--- config.mk ---
export PLATFORM = sky130hd
export DESIGN_NAME = ips_top
export DESIGN_NICKNAME = d
export VERILOG_FILES = /design/src/design/ips_pkg.sv /design/src/design/ips_flag_if.sv /design/src/design/ips_top.sv /design/src/design/ips_flag_unit.sv /design/src/design/ips_prio_sel.sv
export VERILOG_INCLUDE_DIRS = /design/src /design/src/design
export SDC_FILE = /design/constraint.sdc
export NUM_CORES = 1
export LEC_CHECK = 0
export BUFFER_PORTS_ARGS = -buffer_cell sky130_fd_sc_hd__buf_2
export CAP_MARGIN = 25
export CORE_ASPECT_RATIO = 1.25
export CORE_UTILIZATION = 35
export CTS_CLUSTER_DIAMETER = 120
export DETAILED_ROUTE_END_ITERATION = 12
export PLACE_DENSITY_LB_ADDON = 0.3
export SLEW_MARGIN = 20
export SYNTH_ARGS = -nofsm -noshare
export SYNTH_HDL_FRONTEND = slang
export SYNTH_SLANG_ARGS = --single-unit
--- constraint.sdc ---
create_clock -name clk_sys -period 4.48 [get_ports clk_sys]
set_input_delay 0.224 -clock clk_sys [delete_from_list [all_inputs] [get_ports clk_sys]]
set_output_delay 0.224 -clock clk_sys [all_outputs]
set_load 0.01 [all_outputs]
--- src/design/ips_map.svh ---
// Register map, field positions and sizes of the interrupt priority block
`ifndef IPS_MAP_SVH
`define IPS_MAP_SVH

// ----------------------------------------------------------------------
// Sizes
// ----------------------------------------------------------------------
`define IPS_ADDR_W        8
`define IPS_DATA_W        32
`define IPS_NUM_LINES     6
`define IPS_NUM_INT       12
`define IPS_NUM_SRC       18
`define IPS_SRC_W         5

// ----------------------------------------------------------------------
// Register offsets (byte addresses)
// ----------------------------------------------------------------------
`define IPS_ADDR_PRIO_A   8'h00
`define IPS_ADDR_PRIO_B   8'h04
`define IPS_ADDR_FLAGS    8'h08
`define IPS_ADDR_SENSE    8'h0C
`define IPS_ADDR_STATUS   8'h10

// ----------------------------------------------------------------------
// Reset values and answers
// ----------------------------------------------------------------------
`define IPS_RST_BYTE      8'h00
`define IPS_RST_LINES     6'h00
`define IPS_PIN_IDLE      6'h3F
`define IPS_RESP_OKAY     2'b00
`define IPS_RESP_SLVERR   2'b10

// ----------------------------------------------------------------------
// Priority bit positions
// ----------------------------------------------------------------------
`define IPS_PA_LINE0      7
`define IPS_PA_LINE1      6
`define IPS_PA_LINE23     5
`define IPS_PA_LINE45     4
`define IPS_PA_WDT        3
`define IPS_PA_TIMER0     2
`define IPS_PA_TIMER1     1
`define IPS_PA_TIMER2     0
`define IPS_PB_TIMER3     7
`define IPS_PB_TIMER4     6
`define IPS_PB_DMA        5
`define IPS_PB_SERIAL0    3
`define IPS_PB_SERIAL1    2
`define IPS_PB_ADC        1

`endif

--- src/design/ips_pkg.sv ---
// Types shared by the interrupt priority block
package ips_pkg;
  `include "ips_map.svh"

  typedef enum logic [0:0] {
    IPS_RD_IDLE = 1'b0,
    IPS_RD_RESP = 1'b1
  } ips_rd_state_type;

  typedef struct packed {
    logic [`IPS_NUM_LINES-1:0] sync1;
    logic [`IPS_NUM_LINES-1:0] sync2;
    logic [`IPS_NUM_LINES-1:0] prev;
    logic [`IPS_NUM_LINES-1:0] flag;
    logic [`IPS_NUM_LINES-1:0] armed;
  } ips_flag_state_type;

  typedef struct packed {
    logic                  valid;
    logic [`IPS_SRC_W-1:0] src;
    logic                  level;
  } ips_sel_state_type;

  typedef struct packed {
    logic                      awHeld;
    logic [`IPS_ADDR_W-1:0]    awAddr;
    logic                      wHeld;
    logic [7:0]                wData;
    logic                      wLane0;
    logic                      bValid;
    logic [1:0]                bResp;
    ips_rd_state_type          rdState;
    logic [`IPS_DATA_W-1:0]    rData;
    logic [1:0]                rResp;
    logic [7:0]                prioA;
    logic [7:0]                prioB;
    logic [`IPS_NUM_LINES-1:0] sense;
  } ips_top_state_type;
endpackage

--- src/design/ips_flag_if.sv ---
// Link between the register logic and the request flag unit
`timescale 1ns/1ps
`include "ips_map.svh"
interface ips_flag_if;
  logic [`IPS_NUM_LINES-1:0] senseSel;
  logic [`IPS_NUM_LINES-1:0] wrData;
  logic                      wrStrobe;
  logic                      rdStrobe;
  logic                      standby;
  logic [`IPS_NUM_LINES-1:0] ackHit;
  logic [`IPS_NUM_LINES-1:0] flags;

  modport unit (input senseSel, wrData, wrStrobe, rdStrobe, standby, ackHit,
                output flags);
  modport ctrl (output senseSel, wrData, wrStrobe, rdStrobe, standby, ackHit,
                input flags);
endinterface

--- src/design/ips_top.sv ---
// Interrupt priority registers, request flags and AXI4-Lite access
//
// Functional notes
// - Priority A bit 7 sets the level of external line 0.
// - Priority A bit 6 sets the level of external line 1.
// - Priority A bit 5 sets one level for lines 2 and 3.
// - Priority A bit 4 sets one level for lines 4 and 5.
// - Priority A bit 3 sets watchdog and refresh request level.
// - Priority A bit 2 sets timer channel 0 level.
// - Priority A bit 1 sets timer channel 1 level.
// - Priority A bit 0 sets timer channel 2 level.
// - Priority bit 0 means low level 0, 1 means high level 1.
// - Priority B clears to zero on reset and in hardware standby.
// - Priority B bit 7 sets timer channel 3 level.
// - Priority B bit 6 sets timer channel 4 level.
// - Priority B bit 5 sets one level for both DMA channels.
// - Priority B bits 4 and 0 are plain storage, no effect.
// - Priority B bit 3 sets serial channel 0 level.
// - Priority B bit 2 sets serial channel 1 level.
// - Priority B bit 1 sets converter request level.
// - Request flags clear to zero on reset and in hardware standby.
// - Flag register bits 7 and 6 read as zero, not writable.
// - Flag sets while pin low, or on falling edge in edge mode.
// - A write clears a flag only by writing 0 after reading 1; 1 ignored.
// - Exception handling clears flag; level mode needs pin high.
// - Priority A clears to zero on reset and in hardware standby.
// - Same level: smaller source number wins.
`timescale 1ns/1ps
`include "ips_map.svh"
module ips_top (
  input  wire logic                      clk_sys,
  input  wire logic                      rst_n,
  input  wire logic                      hwStandby,
  input  wire logic [`IPS_NUM_LINES-1:0] externalRequestLineN,
  input  wire logic [`IPS_NUM_INT-1:0]   intRequest,
  input  wire logic                      excAck,
  input  wire logic [`IPS_SRC_W-1:0]     excAckSource,
  output logic                           irqPending,
  output logic [`IPS_SRC_W-1:0]          irqSource,
  output logic                           irqLevel,
  input  wire logic                      awvalid,
  output logic                           awready,
  input  wire logic [`IPS_ADDR_W-1:0]    awaddr,
  input  wire logic                      wvalid,
  output logic                           wready,
  input  wire logic [`IPS_DATA_W-1:0]    wdata,
  input  wire logic [3:0]                wstrb,
  output logic                           bvalid,
  input  wire logic                      bready,
  output logic [1:0]                     bresp,
  input  wire logic                      arvalid,
  output logic                           arready,
  input  wire logic [`IPS_ADDR_W-1:0]    araddr,
  output logic                           rvalid,
  input  wire logic                      rready,
  output logic [`IPS_DATA_W-1:0]         rdata,
  output logic [1:0]                     rresp
);
  ips_pkg::ips_top_state_type st;
  ips_pkg::ips_top_state_type stNext;
  ips_pkg::ips_sel_state_type sel;
  ips_flag_if                 fl ();

  logic                     doWrite;
  logic                     arTake;
  logic [`IPS_NUM_SRC-1:0]  levelVec;
  logic [`IPS_NUM_SRC-1:0]  pendVec;
  logic [7:0]               flagByte;
  logic [7:0]               statusByte;

  // ----------------------------------------------------------------------
  // Bus handshakes
  // ----------------------------------------------------------------------
  // One write in flight: new address or data wait until the answer goes
  assign awready = !st.awHeld && !st.bValid;
  assign wready  = !st.wHeld && !st.bValid;
  assign doWrite = st.awHeld && st.wHeld && !st.bValid;
  assign bvalid  = st.bValid;
  assign bresp   = st.bResp;
  assign arready = (st.rdState == ips_pkg::IPS_RD_IDLE);
  assign arTake  = arvalid && arready;
  assign rvalid  = (st.rdState == ips_pkg::IPS_RD_RESP);
  assign rdata   = st.rData;
  assign rresp   = st.rResp;

  // ----------------------------------------------------------------------
  // Priority level per source
  // ----------------------------------------------------------------------
  // Source index follows the default order: smaller index, smaller vector
  always_comb begin
    levelVec     = '0;
    levelVec[0]  = st.prioA[`IPS_PA_LINE0];
    levelVec[1]  = st.prioA[`IPS_PA_LINE1];
    levelVec[2]  = st.prioA[`IPS_PA_LINE23];
    levelVec[3]  = st.prioA[`IPS_PA_LINE23];
    levelVec[4]  = st.prioA[`IPS_PA_LINE45];
    levelVec[5]  = st.prioA[`IPS_PA_LINE45];
    levelVec[6]  = st.prioA[`IPS_PA_WDT];
    levelVec[7]  = st.prioA[`IPS_PA_WDT];
    levelVec[8]  = st.prioA[`IPS_PA_TIMER0];
    levelVec[9]  = st.prioA[`IPS_PA_TIMER1];
    levelVec[10] = st.prioA[`IPS_PA_TIMER2];
    levelVec[11] = st.prioB[`IPS_PB_TIMER3];
    levelVec[12] = st.prioB[`IPS_PB_TIMER4];
    levelVec[13] = st.prioB[`IPS_PB_DMA];
    levelVec[14] = st.prioB[`IPS_PB_DMA];
    levelVec[15] = st.prioB[`IPS_PB_SERIAL0];
    levelVec[16] = st.prioB[`IPS_PB_SERIAL1];
    levelVec[17] = st.prioB[`IPS_PB_ADC];
    // Priority B bits 4 and 0 feed nothing here
  end

  assign pendVec = {intRequest, fl.flags};

  // ----------------------------------------------------------------------
  // Flag unit link
  // ----------------------------------------------------------------------
  assign fl.senseSel = st.sense;
  assign fl.wrData   = st.wData[`IPS_NUM_LINES-1:0];
  assign fl.wrStrobe = doWrite && st.wLane0
                       && (st.awAddr == `IPS_ADDR_FLAGS);
  assign fl.rdStrobe = arTake && (araddr == `IPS_ADDR_FLAGS);
  assign fl.standby  = hwStandby;

  genvar g;
  generate
    for (g = 0; g < `IPS_NUM_LINES; g++) begin : gAck
      assign fl.ackHit[g] = excAck
                            && (excAckSource == `IPS_SRC_W'(g));
    end
  endgenerate

  assign flagByte   = {2'b00, fl.flags};
  assign statusByte = {1'b0, irqPending, irqLevel, irqSource};

  // ----------------------------------------------------------------------
  // Next state
  // ----------------------------------------------------------------------
  always_comb begin
    stNext = st;
    if (awvalid && awready) begin
      stNext.awHeld = 1'b1;
      stNext.awAddr = awaddr;
    end
    if (wvalid && wready) begin
      stNext.wHeld  = 1'b1;
      stNext.wData  = wdata[7:0];
      stNext.wLane0 = wstrb[0];
    end
    if (st.bValid && bready) begin
      stNext.bValid = 1'b0;
    end
    if (doWrite) begin
      stNext.awHeld = 1'b0;
      stNext.wHeld  = 1'b0;
      stNext.bValid = 1'b1;
      stNext.bResp  = `IPS_RESP_OKAY;
      // Writes without lane 0 are answered but change nothing
      if (st.awAddr == `IPS_ADDR_PRIO_A) begin
        if (st.wLane0) begin
          stNext.prioA = st.wData;
        end
      end else if (st.awAddr == `IPS_ADDR_PRIO_B) begin
        if (st.wLane0) begin
          stNext.prioB = st.wData;
        end
      end else if (st.awAddr == `IPS_ADDR_SENSE) begin
        if (st.wLane0) begin
          stNext.sense = st.wData[`IPS_NUM_LINES-1:0];
        end
      end else if (st.awAddr == `IPS_ADDR_FLAGS) begin
        stNext.bResp = `IPS_RESP_OKAY;
      end else if (st.awAddr == `IPS_ADDR_STATUS) begin
        stNext.bResp = `IPS_RESP_OKAY;
      end else begin
        stNext.bResp = `IPS_RESP_SLVERR;
      end
    end
    case (st.rdState)
      ips_pkg::IPS_RD_IDLE: begin
        if (arTake) begin
          stNext.rdState = ips_pkg::IPS_RD_RESP;
          stNext.rData   = '0;
          stNext.rResp   = `IPS_RESP_OKAY;
          if (araddr == `IPS_ADDR_PRIO_A) begin
            stNext.rData[7:0] = st.prioA;
          end else if (araddr == `IPS_ADDR_PRIO_B) begin
            stNext.rData[7:0] = st.prioB;
          end else if (araddr == `IPS_ADDR_FLAGS) begin
            stNext.rData[7:0] = flagByte;
          end else if (araddr == `IPS_ADDR_SENSE) begin
            stNext.rData[`IPS_NUM_LINES-1:0] = st.sense;
          end else if (araddr == `IPS_ADDR_STATUS) begin
            stNext.rData[7:0] = statusByte;
          end else begin
            stNext.rResp = `IPS_RESP_SLVERR;
          end
        end
      end
      ips_pkg::IPS_RD_RESP: begin
        if (rready) begin
          stNext.rdState = ips_pkg::IPS_RD_IDLE;
        end
      end
      default: begin
        stNext.rdState = ips_pkg::IPS_RD_IDLE;
      end
    endcase
    // Standby holds all control registers at their reset value
    if (hwStandby) begin
      stNext.prioA = `IPS_RST_BYTE;
      stNext.prioB = `IPS_RST_BYTE;
      stNext.sense = `IPS_RST_LINES;
    end
  end

  always_ff @(posedge clk_sys or negedge rst_n) begin
    if (!rst_n) begin
      st.awHeld  <= 1'b0;
      st.awAddr  <= '0;
      st.wHeld   <= 1'b0;
      st.wData   <= `IPS_RST_BYTE;
      st.wLane0  <= 1'b0;
      st.bValid  <= 1'b0;
      st.bResp   <= `IPS_RESP_OKAY;
      st.rdState <= ips_pkg::IPS_RD_IDLE;
      st.rData   <= '0;
      st.rResp   <= `IPS_RESP_OKAY;
      st.prioA   <= `IPS_RST_BYTE;
      st.prioB   <= `IPS_RST_BYTE;
      st.sense   <= `IPS_RST_LINES;
    end else begin
      st <= stNext;
    end
  end

  // ----------------------------------------------------------------------
  // Sub-blocks
  // ----------------------------------------------------------------------
  ips_flag_unit uFlags (
    .clk_sys (clk_sys),
    .rst_n   (rst_n),
    .lineN   (externalRequestLineN),
    .fl      (fl.unit)
  );

  ips_prio_sel #(
    .NUM_SRC (`IPS_NUM_SRC),
    .SRC_W   (`IPS_SRC_W)
  ) uSel (
    .clk_sys (clk_sys),
    .rst_n   (rst_n),
    .pending (pendVec),
    .level   (levelVec),
    .sel     (sel)
  );

  assign irqPending = sel.valid;
  assign irqSource  = sel.src;
  assign irqLevel   = sel.level;

  // ----------------------------------------------------------------------
  // Checks
  // ----------------------------------------------------------------------
  AST_PRIO_A_CLEAR: assert property (@(posedge clk_sys) disable iff (!rst_n)
    hwStandby |=> (st.prioA == `IPS_RST_BYTE))
    else $error("priority A not cleared in standby");
  AST_PRIO_B_CLEAR: assert property (@(posedge clk_sys) disable iff (!rst_n)
    hwStandby |=> (st.prioB == `IPS_RST_BYTE))
    else $error("priority B not cleared in standby");
  AST_LINE0_LEVEL: assert property (@(posedge clk_sys) disable iff (!rst_n)
    (irqPending && irqSource == `IPS_SRC_W'(0))
      |-> (irqLevel == $past(st.prioA[`IPS_PA_LINE0])))
    else $error("line 0 level does not follow its priority bit");
  AST_LINE3_LEVEL: assert property (@(posedge clk_sys) disable iff (!rst_n)
    (irqPending && irqSource == `IPS_SRC_W'(3))
      |-> (irqLevel == $past(st.prioA[`IPS_PA_LINE23])))
    else $error("line 3 level does not follow shared bit");
  AST_DMA1_LEVEL: assert property (@(posedge clk_sys) disable iff (!rst_n)
    (irqPending && irqSource == `IPS_SRC_W'(14))
      |-> (irqLevel == $past(st.prioB[`IPS_PB_DMA])))
    else $error("second DMA channel level does not follow shared bit");
  AST_ADC_LEVEL: assert property (@(posedge clk_sys) disable iff (!rst_n)
    (irqPending && irqSource == `IPS_SRC_W'(17))
      |-> (irqLevel == $past(st.prioB[`IPS_PB_ADC])))
    else $error("converter level does not follow its bit");
  AST_RESERVED_B: assert property (@(posedge clk_sys) disable iff (!rst_n)
    ($changed(st.prioB) && (st.prioB[7:5] == $past(st.prioB[7:5]))
      && (st.prioB[3:1] == $past(st.prioB[3:1])) && $stable(st.prioA))
      |-> $stable(levelVec))
    else $error("reserved priority bit changed a level");
  AST_FLAGS_TOP_ZERO: assert property (@(posedge clk_sys) disable iff (!rst_n)
    (rvalid && $past(arTake) && $past(araddr) == `IPS_ADDR_FLAGS)
      |-> (rdata[7:6] == 2'b00))
    else $error("flag register top bits not zero");
  AST_PRIO_A_WRITE: assert property (@(posedge clk_sys) disable iff (!rst_n)
    (doWrite && st.wLane0 && !hwStandby
      && st.awAddr == `IPS_ADDR_PRIO_A)
      |=> (st.prioA == $past(st.wData)) ##0 bvalid)
    else $error("priority A write not stored");

  AST_PRIO_B_WRITE: assert property (@(posedge clk_sys) disable iff (!rst_n)
    (doWrite && st.wLane0 && !hwStandby
      && st.awAddr == `IPS_ADDR_PRIO_B)
      |=> (st.prioB == $past(st.wData)))
    else $error("priority B write not stored");

  AST_LEVEL_PENDING: assert property (@(posedge clk_sys) disable iff (!rst_n)
    irqLevel |-> irqPending)
    else $error("level without request");

  AST_NONE_PENDING: assert property (@(posedge clk_sys) disable iff (!rst_n)
    !(|pendVec) |=> !irqPending)
    else $error("request without source");

  AST_SENSE_CLEAR: assert property (@(posedge clk_sys) disable iff (!rst_n)
    hwStandby |=> (st.sense == `IPS_RST_LINES))
    else $error("sense not cleared in standby");

  // Every source, shared bits included, shows its own level
  generate
    for (g = 0; g < `IPS_NUM_SRC; g++) begin : gLvl
      AST_SRC_LEVEL: assert property (@(posedge clk_sys)
        disable iff (!rst_n) (irqPending
          && irqSource == `IPS_SRC_W'(g))
          |-> (irqLevel == $past(levelVec[g])))
        else $error("source level does not follow its bit");
    end
  endgenerate

  // Answers come one edge after the request is complete
  AST_WR_ANSWER: assert property (@(posedge clk_sys) disable iff (!rst_n)
    doWrite |=> (bvalid && !awready && !wready))
    else $error("write answer missing");

  AST_RD_ANSWER: assert property (@(posedge clk_sys) disable iff (!rst_n)
    arTake |=> (rvalid && !arready && rdata[31:8] == '0))
    else $error("read answer missing");

  AST_UNMAPPED_RD: assert property (@(posedge clk_sys) disable iff (!rst_n)
    (arTake && araddr > `IPS_ADDR_STATUS) |=> (rresp == `IPS_RESP_SLVERR))
    else $error("unmapped read not refused");
endmodule // ips_top

--- src/design/ips_flag_unit.sv ---
// External request flags: pin synchroniser, sense, set and clear
`timescale 1ns/1ps
`include "ips_map.svh"
module ips_flag_unit (
  input  wire logic                      clk_sys,
  input  wire logic                      rst_n,
  input  wire logic [`IPS_NUM_LINES-1:0] lineN,
  ips_flag_if.unit                       fl
);
  ips_pkg::ips_flag_state_type st;
  ips_pkg::ips_flag_state_type stNext;
  logic [`IPS_NUM_LINES-1:0]   setHit;
  logic [`IPS_NUM_LINES-1:0]   clrHit;

  // ----------------------------------------------------------------------
  // Next state
  // ----------------------------------------------------------------------
  always_comb begin
    stNext = st;
    stNext.sync1 = lineN;
    stNext.sync2 = st.sync1;
    stNext.prev  = st.sync2;
    setHit = (~st.sync2 & ~fl.senseSel)
           | (st.prev & ~st.sync2 & fl.senseSel);
    clrHit = fl.ackHit & (fl.senseSel | st.sync2);
    if (fl.wrStrobe) begin
      clrHit = clrHit | (~fl.wrData & st.armed);
    end
    // Set beats a write or acknowledge clear landing in the same cycle; standby beats set
    stNext.flag  = (st.flag & ~clrHit) | setHit;
    stNext.armed = (st.armed | (fl.rdStrobe ? st.flag : `IPS_RST_LINES))
                 & stNext.flag;
    if (fl.standby) begin
      stNext.flag  = `IPS_RST_LINES;
      stNext.armed = `IPS_RST_LINES;
    end
  end

  always_ff @(posedge clk_sys or negedge rst_n) begin
    if (!rst_n) begin
      st.sync1 <= `IPS_PIN_IDLE;
      st.sync2 <= `IPS_PIN_IDLE;
      st.prev  <= `IPS_PIN_IDLE;
      st.flag  <= `IPS_RST_LINES;
      st.armed <= `IPS_RST_LINES;
    end else begin
      st <= stNext;
    end
  end

  assign fl.flags = st.flag;

  // ----------------------------------------------------------------------
  // Checks
  // ----------------------------------------------------------------------
  AST_LEVEL_SET: assert property (@(posedge clk_sys) disable iff (!rst_n)
    (!fl.standby && !fl.senseSel[0] && !st.sync2[0]) |=> st.flag[0])
    else $error("level mode low pin did not set flag");
  AST_EDGE_SET: assert property (@(posedge clk_sys) disable iff (!rst_n)
    (!fl.standby && fl.senseSel[1] && st.prev[1] && !st.sync2[1])
      |=> st.flag[1])
    else $error("falling edge did not set flag");
  AST_NO_WRITE_SET: assert property (@(posedge clk_sys) disable iff (!rst_n)
    $rose(st.flag[2]) |-> $past(setHit[2]))
    else $error("flag set without a sense event");
  AST_UNARMED_KEEP: assert property (@(posedge clk_sys) disable iff (!rst_n)
    (st.flag[3] && !st.armed[3] && fl.wrStrobe && !fl.wrData[3]
      && !fl.ackHit[3] && !fl.standby) |=> st.flag[3])
    else $error("unread flag cleared by write");
  AST_EDGE_ACK_CLR: assert property (@(posedge clk_sys) disable iff (!rst_n)
    (fl.ackHit[4] && fl.senseSel[4] && !setHit[4]) |=> !st.flag[4])
    else $error("edge flag not cleared by exception handling");
  AST_STANDBY_CLR: assert property (@(posedge clk_sys) disable iff (!rst_n)
    fl.standby |=> (st.flag == `IPS_RST_LINES))
    else $error("flags not cleared in standby");
endmodule // ips_flag_unit

--- src/design/ips_prio_sel.sv ---
// Two-level priority selection over all request sources
`timescale 1ns/1ps
`include "ips_map.svh"
module ips_prio_sel #(
  parameter int NUM_SRC = `IPS_NUM_SRC,
  parameter int SRC_W   = `IPS_SRC_W
) (
  input  wire logic               clk_sys,
  input  wire logic               rst_n,
  input  wire logic [NUM_SRC-1:0] pending,
  input  wire logic [NUM_SRC-1:0] level,
  output ips_pkg::ips_sel_state_type sel
);
  ips_pkg::ips_sel_state_type st;
  ips_pkg::ips_sel_state_type stNext;
  logic                       anyHigh;

  // ----------------------------------------------------------------------
  // Selection
  // ----------------------------------------------------------------------
  always_comb begin
    stNext  = st;
    anyHigh = |(pending & level);
    stNext.valid = |pending;
    stNext.level = anyHigh;
    stNext.src   = '0;
    // Scan downward so the smallest qualifying index is kept
    for (int i = NUM_SRC - 1; i >= 0; i--) begin
      if (pending[i] && (level[i] || !anyHigh)) begin
        stNext.src = SRC_W'(i);
      end
    end
  end

  always_ff @(posedge clk_sys or negedge rst_n) begin
    if (!rst_n) begin
      st <= '0;
    end else begin
      st <= stNext;
    end
  end

  assign sel = st;

  AST_HIGH_FIRST: assert property (@(posedge clk_sys) disable iff (!rst_n)
    (|(pending & level)) |=> (st.valid && st.level
      && |($past(level) & (NUM_SRC'(1) << st.src))))
    else $error("low level request chosen over high level");
  AST_LOW_INDEX: assert property (@(posedge clk_sys) disable iff (!rst_n)
    (pending[0] && (level[0] || !(|(pending & level))))
      |=> (st.src == '0))
    else $error("smaller source index not favoured");
endmodule // ips_prio_sel

==> key figures, run 1 <==
Status
  • Status: finished, final reports clean

Synth
  • Yosys top cell by area: dfrtp_1
  • Number of synthesized register bits: 90
  • Yosys top cell area share: 39.83%
  • Yosys cell types: 56
  • Post-Syn Area: ~4500 sq um
  • Post-Syn Area per Cell: 10.30 sq um
  • Syn. warnings: 0
  • Largest cells by area after synthesis: dfrtp_1 40%, dfstp_2 10%, buf_4 6.1%
  • Post-synth EDFFs: 0
  • Syn Inst Count: 439
  • Asr flop ratio synth: 100.0%
  • Sequential area share after synthesis: 50.29%
  • Main synth FF type: dfrtp_1

Power and ir drop
  • Flop pwr share: between 40% and 50%
  • Part of the power in the clock network: approximately 29%
  • VDD IR max: ~0.25 mV
  • Net load switching power: 0.8171 mW
  • Int Pwr: 1.698 mW
  • Logic gate share of total power: 26.5%
  • Total chip power: roughly 2.5 mW
  • Static Leak: 2.427 nW
  • Net Sw Frac: 32.49%
  • Power Density: 477.4 nW/um^2

STA
  • Period utilization: 60.83%
  • RSZ-0062 raised after global routing: no
  • Max-slew violation count: 0
  • Slew margin rel.: 43.86%
  • Final hold violations: 0
  • Worst-Margin Slew: 0.8357 ns
  • Minimum clock period: 2.725 ns
  • Fin Setup TNS: 0 ns
  • Final setup skew: between 0.004 and 0.005 ns
  • # setup viols final: 0
  • Hold slack: around 0.062 ns
  • FMAX: 366.9 MHz

Clocking
  • Clk Latency, worst-skew pair: roughly 0.34 ns
  • CTS tree: done
  • Number of setup buffers added after CTS: 0
  • Post-CTS Hold Buffers: 7
  • CTS Buf Count: 9
  • Clock Sinks: 90
  • CTS root buffer: clkbuf_16
  • H-tree depth: 3
  • Clk slew on worst S/H paths: 0.06 ns
  • CTS Buffer Depth: 2
  • Post-cts sizing count: 0

Route
  • Final ANT Viol Nets: 0
  • DRC Markers: 0
  • Avg WL per Cell: 16.09 microns
  • DR vias/cell: about 5
  • Initial DRC Count: 199
  • Via count: roughly 3500
  • Drt total wl: 11040 microns
  • Pre-antenna DRT Iters: 5

Final layout
  • Fillers: ~1300
  • Antenna Cells: 0
  • Ratio of cells with drive above 1 in the final layout: 28.19%
  • Layout Cells excl Fill: ~700
  • Nets: 597
  • Post-route core utilization: between 40% and 50%
  • P&R area growth vs syn: 16.46%

Placed design
  • DP Cell Count: 663
  • PortBufs: 78
  • Final RePlAce weighted congestion: ~0.85
  • Detailed placement HPWL: 8203 microns

Floorplan
  • Initial core utilization: 35.72%
  • Die area: 13390 sq um
  • IO Pins: roughly 130
  • Die width: 103.7 microns
  • Core area: around 13000 sq um
  • DIE HEIGHT: 129.1 microns
  • Core Rows: 46

Worst setup path
  • Critical path class: register to register
  • R2r startpoint: uFlags.fl.flags[0]$_DFF_PN0_
  • Crit path to: uSel.sel[1]$_DFF_PN0_
  • Crit. Startpoint: uFlags.fl.flags[0]$_DFF_PN0_
  • Worst Path Required: 4.70 ns
  • Crit-path slowest cell: nor3_1
  • Reg2reg setup slack: approximately 1.8 ns
  • Startpoint Class: register
  • Reg2reg end: uSel.sel[1]$_DFF_PN0_
  • Crit-path max cell delay: around 0.74 ns
  • CP endpoint kind: register
  • Crit-path cells: nand2_1 > nand4_1 > nor3_1 > o21ai_0 > a21boi_0 > a41o_1
  • Worst EP arrival: 2.94 ns
  • Largest fanout on the critical path: 14
  • R2R depth: 6

GRT
  • First-pass GRT wire length: roughly 18000 microns
  • Largest net degree at the start of global routing: 50
  • Initial antenna violation count: 0
  • Gr usage total: 17.51%
  • Overflow after GRT: 0
  • Number of global-route vias before repair: between 3000 and 4000

Run
  • # Max-Cap Violations: 0

Min path
  • Hold Path Class: primary input to register
==> through the flow <==
step           setup slack, ns  cell area, sq um
2_1_floorplan            2.422              4617
3_3_place_gp             1.841              4908
3_5_place_dp             1.829              4908
4_1_cts                  1.808              5268
5_1_grt                  1.543              5268
6_report                 1.755              5268
==> Yosys cell counts (3+ instances only) <==
cell      count
nor3_1        7
nand2b_1      9
a21o_1        4
inv_1        23
o21ai_0      30
nor2_1       33
a31oi_1       8
o31ai_1      11
dfstp_2      18
nand3_1       7
o41ai_1       4
mux2i_1      12
a222oi_1      5
buf_2         3
dfrtp_1      72
and2_1        3
nor2b_1       3
buf_4        37
clkbuf_1      9
mux2_2       18
a22o_1        8
nand3b_1      9
nor3_2        6
a22oi_1       5
a21oi_1      18
nand2_1      37
nand4_1       4
nor4_1        3
==> final cells by class <==
cell class / instances / area, sq um / area share (%)
Timing Repair Buffer: 87 / 478.0 / 9.074
Inverter: 23 / 86.33 / 1.639
Clock buffer: 12 / 236.5 / 4.489
Sequential cell: 90 / 2275 / 43.18
Multi-Input combinational cell: 302 / 1929 / 36.63
Tap cell: 168 / 210.2 / 3.991
Clock inverter: 4 / 52.55 / 0.9976
==> metal layers <==
| metal | share of wire, % | vias to the layer above | track usage, % |
|---|---|---|---|
| met1 | 43 | 1684 | 21.58 |
| met4 | 2.6 | 0 | 7.647 |
| li1 | - | 1679 | - |
| met5 | 0 | - | 0 |
| met2 | 49 | 149 | 29.65 |
| met3 | 5.7 | 22 | 4.024 |
==> state kept, by name (all words and copies together) (netlist names) <==
register / count
bresp: 1
levelVec: 14
st: 15
bvalid: 1
uFlags.fl.flags: 6
uFlags.st: 24
rdata: 8
rresp: 1
uSel.sel: 7
fl.senseSel: 6
fl.wrData: 6
rvalid: 1
==> power by group through the flow <==
stage	clock, mW	sequential (mW)	combinational [mW]
3_5_place_dp	0	1.13	0.660
3_3_place_gp	0	1.12	0.649
4_1_cts	0.754	1.12	0.670
6_report	0.733	1.11	0.667
5_1_grt	0.795	1.14	0.743
2_1_floorplan	0	1.09	0.481
==> how the worst min path moves through the flow <==
stage,from,end,slack (ns),cells after the start
6_report,bready,bvalid$_DFFE_PN0P_,0.06,2
5_1_grt,bready,bvalid$_DFFE_PN0P_,0.06,2
4_1_cts,bready,bvalid$_DFFE_PN0P_,0.06,2
3_5_place_dp,rst_n,st[76]$_DFFE_PN0P_,0.27,1
3_3_place_gp,rst_n,st[76]$_DFFE_PN0P_,0.27,1
2_1_floorplan,rst_n,bresp[1]$_DFFE_PN0P_,-0.07,0
==> critical path, delay by kind of cell, from the launching register on <==
| kind | cells | cell delay [ns] |
|---|---|---|
| flip-flops | 1 | 0.48 |
| AO/OA/AOI/OAI | 3 | 0.69 |
| AND/OR/NAND/NOR | 3 | 1.43 |
==> logic make-up after synthesis <==
kind of cell / after synthesis / share of synthesized area (%)
DFF: 90 / 50.29
other: 1 / 0.08291
buffers and inverters: 72 / 9.128
AOI/OAI and AO/OA: 110 / 16.49
muxes: 30 / 7.137
and+or+nand+nor: 136 / 16.87
==> layout by cell type, fill, tap and decap left out, types with 2 or more instances in the layout <==
cell type	n
mux2_2	18
dfstp_2	18
o31ai_1	11
nor4_1	3
o41ai_1	4
buf_4	3
or4_4	2
conb_1	26
a22o_1	8
buf_2	77
nor3b_4	2
or2_2	2
a222oi_1	5
a21oi_1	18
clkbuf_1	3
a22oi_1	5
nor3_2	6
and2_1	3
nand2_1	37
dfrtp_1	72
dlygate4sd3_1	7
nor3_1	7
o21ai_0	30
clkbuf_16	9
a31oi_1	8
nand3_1	7
nand2b_1	9
mux2i_1	12
clkinv_4	2
or4_1	2
inv_1	23
nor2b_1	3
nand4_1	4
nand3b_1	9
nor2_1	33
o21ai_1	2
a21o_1	4
Power figures use the tool's default switching activity.
==> inputs of run 2 (changes only) <==
==> constraint.sdc (replaced) <==
create_clock -name clk_sys -period 2.5 [get_ports clk_sys]
set_input_delay 0.125 -clock clk_sys [delete_from_list [all_inputs] [get_ports clk_sys]]
set_output_delay 0.125 -clock clk_sys [all_outputs]
set_load 0.01 [all_outputs]
==> key figures, run 2 (synthesis gave the netlist of run 1 again) <==
Status
  • Status: finished, final reports clean

Power and ir drop
  • Flop pwr share: 43.0% (-1.3 points)
  • Part of the power in the clock network: 27.9% (-1.2 points)
  • Logic gate share of total power: 29.1% (+2.6 points)
  • Power Density: 828.7 nW/um^2 (+74%)
  • Static Leak: 2.593 nW (+6.8%)
  • Int Pwr: 3.070 mW (+81%)
  • Net load switching power: 1.505 mW (+84%)
  • VDD IR max: 0.4565 mV (+82%)
  • Net Sw Frac: 32.90% (+0.41 points)

STA
  • Final setup skew: 0.006592 ns (+0.001830 ns)
  • FMAX: 432.8 MHz (+18%)
  • Slew margin rel.: 42.50% (-1.4 points)
  • # setup viols final: 0 (unchanged)
  • Fin Setup TNS: 0 ns (unchanged)
  • Final hold violations: 0 (unchanged)
  • Max-slew violation count: 0 (unchanged)
  • Minimum clock period: 2.311 ns (-0.4145 ns)
  • Period utilization: 92.43% (+32 points)
  • RSZ-0062 raised after global routing: no
  • Setup WS post-layout: 0.1892 ns (-1.566 ns)
  • Worst-Margin Slew: 0.8506 ns (+0.01484 ns)

Route
  • Via count: 3593 (+1.7%)
  • Avg WL per Cell: 16.15 microns (+0.36%)
  • Drt total wl: 11610 microns (+5.2%)
  • Final ANT Viol Nets: 0 (unchanged)
  • DRC Markers: 0 (unchanged)
  • Initial DRC Count: 207 (+4.0%)
  • Pre-antenna DRT Iters: 5 (unchanged)
  • DR vias/cell: 4.997 (-3.0%)

Min path
  • Hold Path Class: primary input to register

Final layout
  • Fillers: 1253 (+0.080%)
  • Max reg flops: 24 (unchanged)
  • P&R area growth vs syn: 22.07%
  • Multi-input logic area: 1929 sq um (unchanged)
  • Nets: 630 (+5.5%)
  • Ratio of cells with drive above 1 in the final layout: 31.94% (+3.8 points)
  • Commonest non-fill, non-tap cell in the layout: buf_2
  • Largest register by flop count: uFlags.st
  • Commonest non-fill, non-tap cells in the layout: 77 x buf_2, 72 x dfrtp_1, 37 x nand2_1, 33 x nor2_1
  • Antenna Cells: 0 (unchanged)
  • Register area: 2275 sq um (unchanged)

Floorplan
  • Core Rows: 46 (unchanged)
  • Die width: 103.7 microns (unchanged)
  • Core area: 12660 sq um (unchanged)
  • Die area: 13390 sq um (unchanged)
  • IO Pins: 132 (unchanged)
  • DIE HEIGHT: 129.1 microns (unchanged)
  • Initial core utilization: 35.72% (unchanged)

GRT
  • Met1 usage: 21.83% (+0.24 points)
  • GRT met2 Usage: 31.03% (+1.4 points)
  • First-pass GRT wire length: 18430 microns (+1.1%)
  • Overflow after GRT: 0 (unchanged)
  • Number of global-route vias before repair: 3454 (+0.96%)
  • Met3 usage: 2.817% (-1.2 points)
  • Initial antenna violation count: 0 (unchanged)
  • Largest net degree at the start of global routing: 86 (+72%)
  • Gr usage total: 17.92% (+0.41 points)
  • Grt peak-use layer: met2

Clocking
  • CTS root buffer: clkbuf_16
  • CTS tree: done
  • H-tree depth: 3 (unchanged)
  • Clk slew on worst S/H paths: 0.06 ns (about the same)
  • Post-cts sizing count: 0 (unchanged)
  • CTS Buf Count: 9 (unchanged)
  • Number of setup buffers added after CTS: 0 (unchanged)
  • Clk Latency, worst-skew pair: 0.34 ns (about the same)
  • Post-CTS Hold Buffers: 11 (+4)
  • Clock Sinks: 90 (unchanged)
  • CTS Buffer Depth: 2 (unchanged)

Run
  • # Max-Cap Violations: 0 (unchanged)

Placed design
  • PortBufs: 78 (unchanged)
  • Final RePlAce weighted congestion: 0.8496 (-0.36%)
  • Detailed placement HPWL: 8839 microns (+7.8%)
  • Worst slack, placed: 0.2229 ns (-1.606 ns)

Worst setup path
  • Startpoint Class: register
  • Critical path class: register to register
  • Largest fanout on the critical path: 6 (-8)
  • Worst EP arrival: 2.53 ns (-0.41 ns)
  • Worst Path Required: 2.72 ns (-1.98 ns)
  • CP endpoint kind: register
==> run 2: worst paths after layout <==
| path | end | start | cells after the start | slack [ns] |
|---|---|---|---|---|
| min reg2reg | uFlags.st[20]$_DFF_PN1_ | uFlags.st[26]$_DFF_PN1_ | 0 | 0.35 |
| min | fl.wrData[1]$_DFFE_PN0P_ | wdata[1] | 2 | 0.01 |
| min in group asynchronous | st[76]$_DFFE_PN0P_ | rst_n | 2 | 0.40 |
| max in group asynchronous | uFlags.st[21]$_DFF_PN1_ | rst_n | 3 | 1.41 |
| max | uFlags.st[4]$_DFF_PN0_ | st[70]$_DFFE_PN0P_ | 6 | 0.19 |
| max reg2reg | uFlags.st[4]$_DFF_PN0_ | st[70]$_DFFE_PN0P_ | 6 | 0.19 |
==> run 2: worst max-delay path, cell delays in order, from the launching register on <==
cell and delay [ns]:
dfrtp_1 0.38, or4_4 0.56, nor4_4 0.34, nor3b_4 0.41, nand3b_1 0.13, a31oi_1 0.29, nor3_2 0.07
==> run 2: cell type report <==
cell class              count  share of cell area (%)
clock inverters             5                  0.6571
well taps                 168                   3.807
repair buffers            120                   13.44
inverters                  23                   1.564
flip-flops and latches     90                   41.20
multi-input cells         302                   34.94
clock buffers              11                   4.396
==> run 2: per-stage QoR <==
step                      std cells  power [mW]  utilization, %  hold WS (ns)  cell area [sq um]
after detailed placement        691       3.317           40.42        0.2311               5119
after CTS                       718       4.626           43.50      0.002472               5508
after floorplan                 464       2.817               -       -0.1706               4617
after global placement          691       3.288           40.42        0.2303               5119
final                           719       4.576           43.61       0.01318               5522
after global routing            719       4.857           43.61      0.004899               5522
==> run 2: metal layers <==
metal  up-vias  routed length, microns
met5         -                       0
met2       130                    5749
met3        23                     507
li1       1737                       -
met1      1703                    4963
met4         0                     390
==> run 2: power groups by stage <==
stage,clock network [mW],logic [mW],registers [mW]
floorplan,0,0.862,1.96
global placement,0,1.30,1.99
detailed placement,0,1.31,2.00
CTS,1.32,1.33,1.98
global route,1.38,1.47,2.01
finish,1.28,1.33,1.97
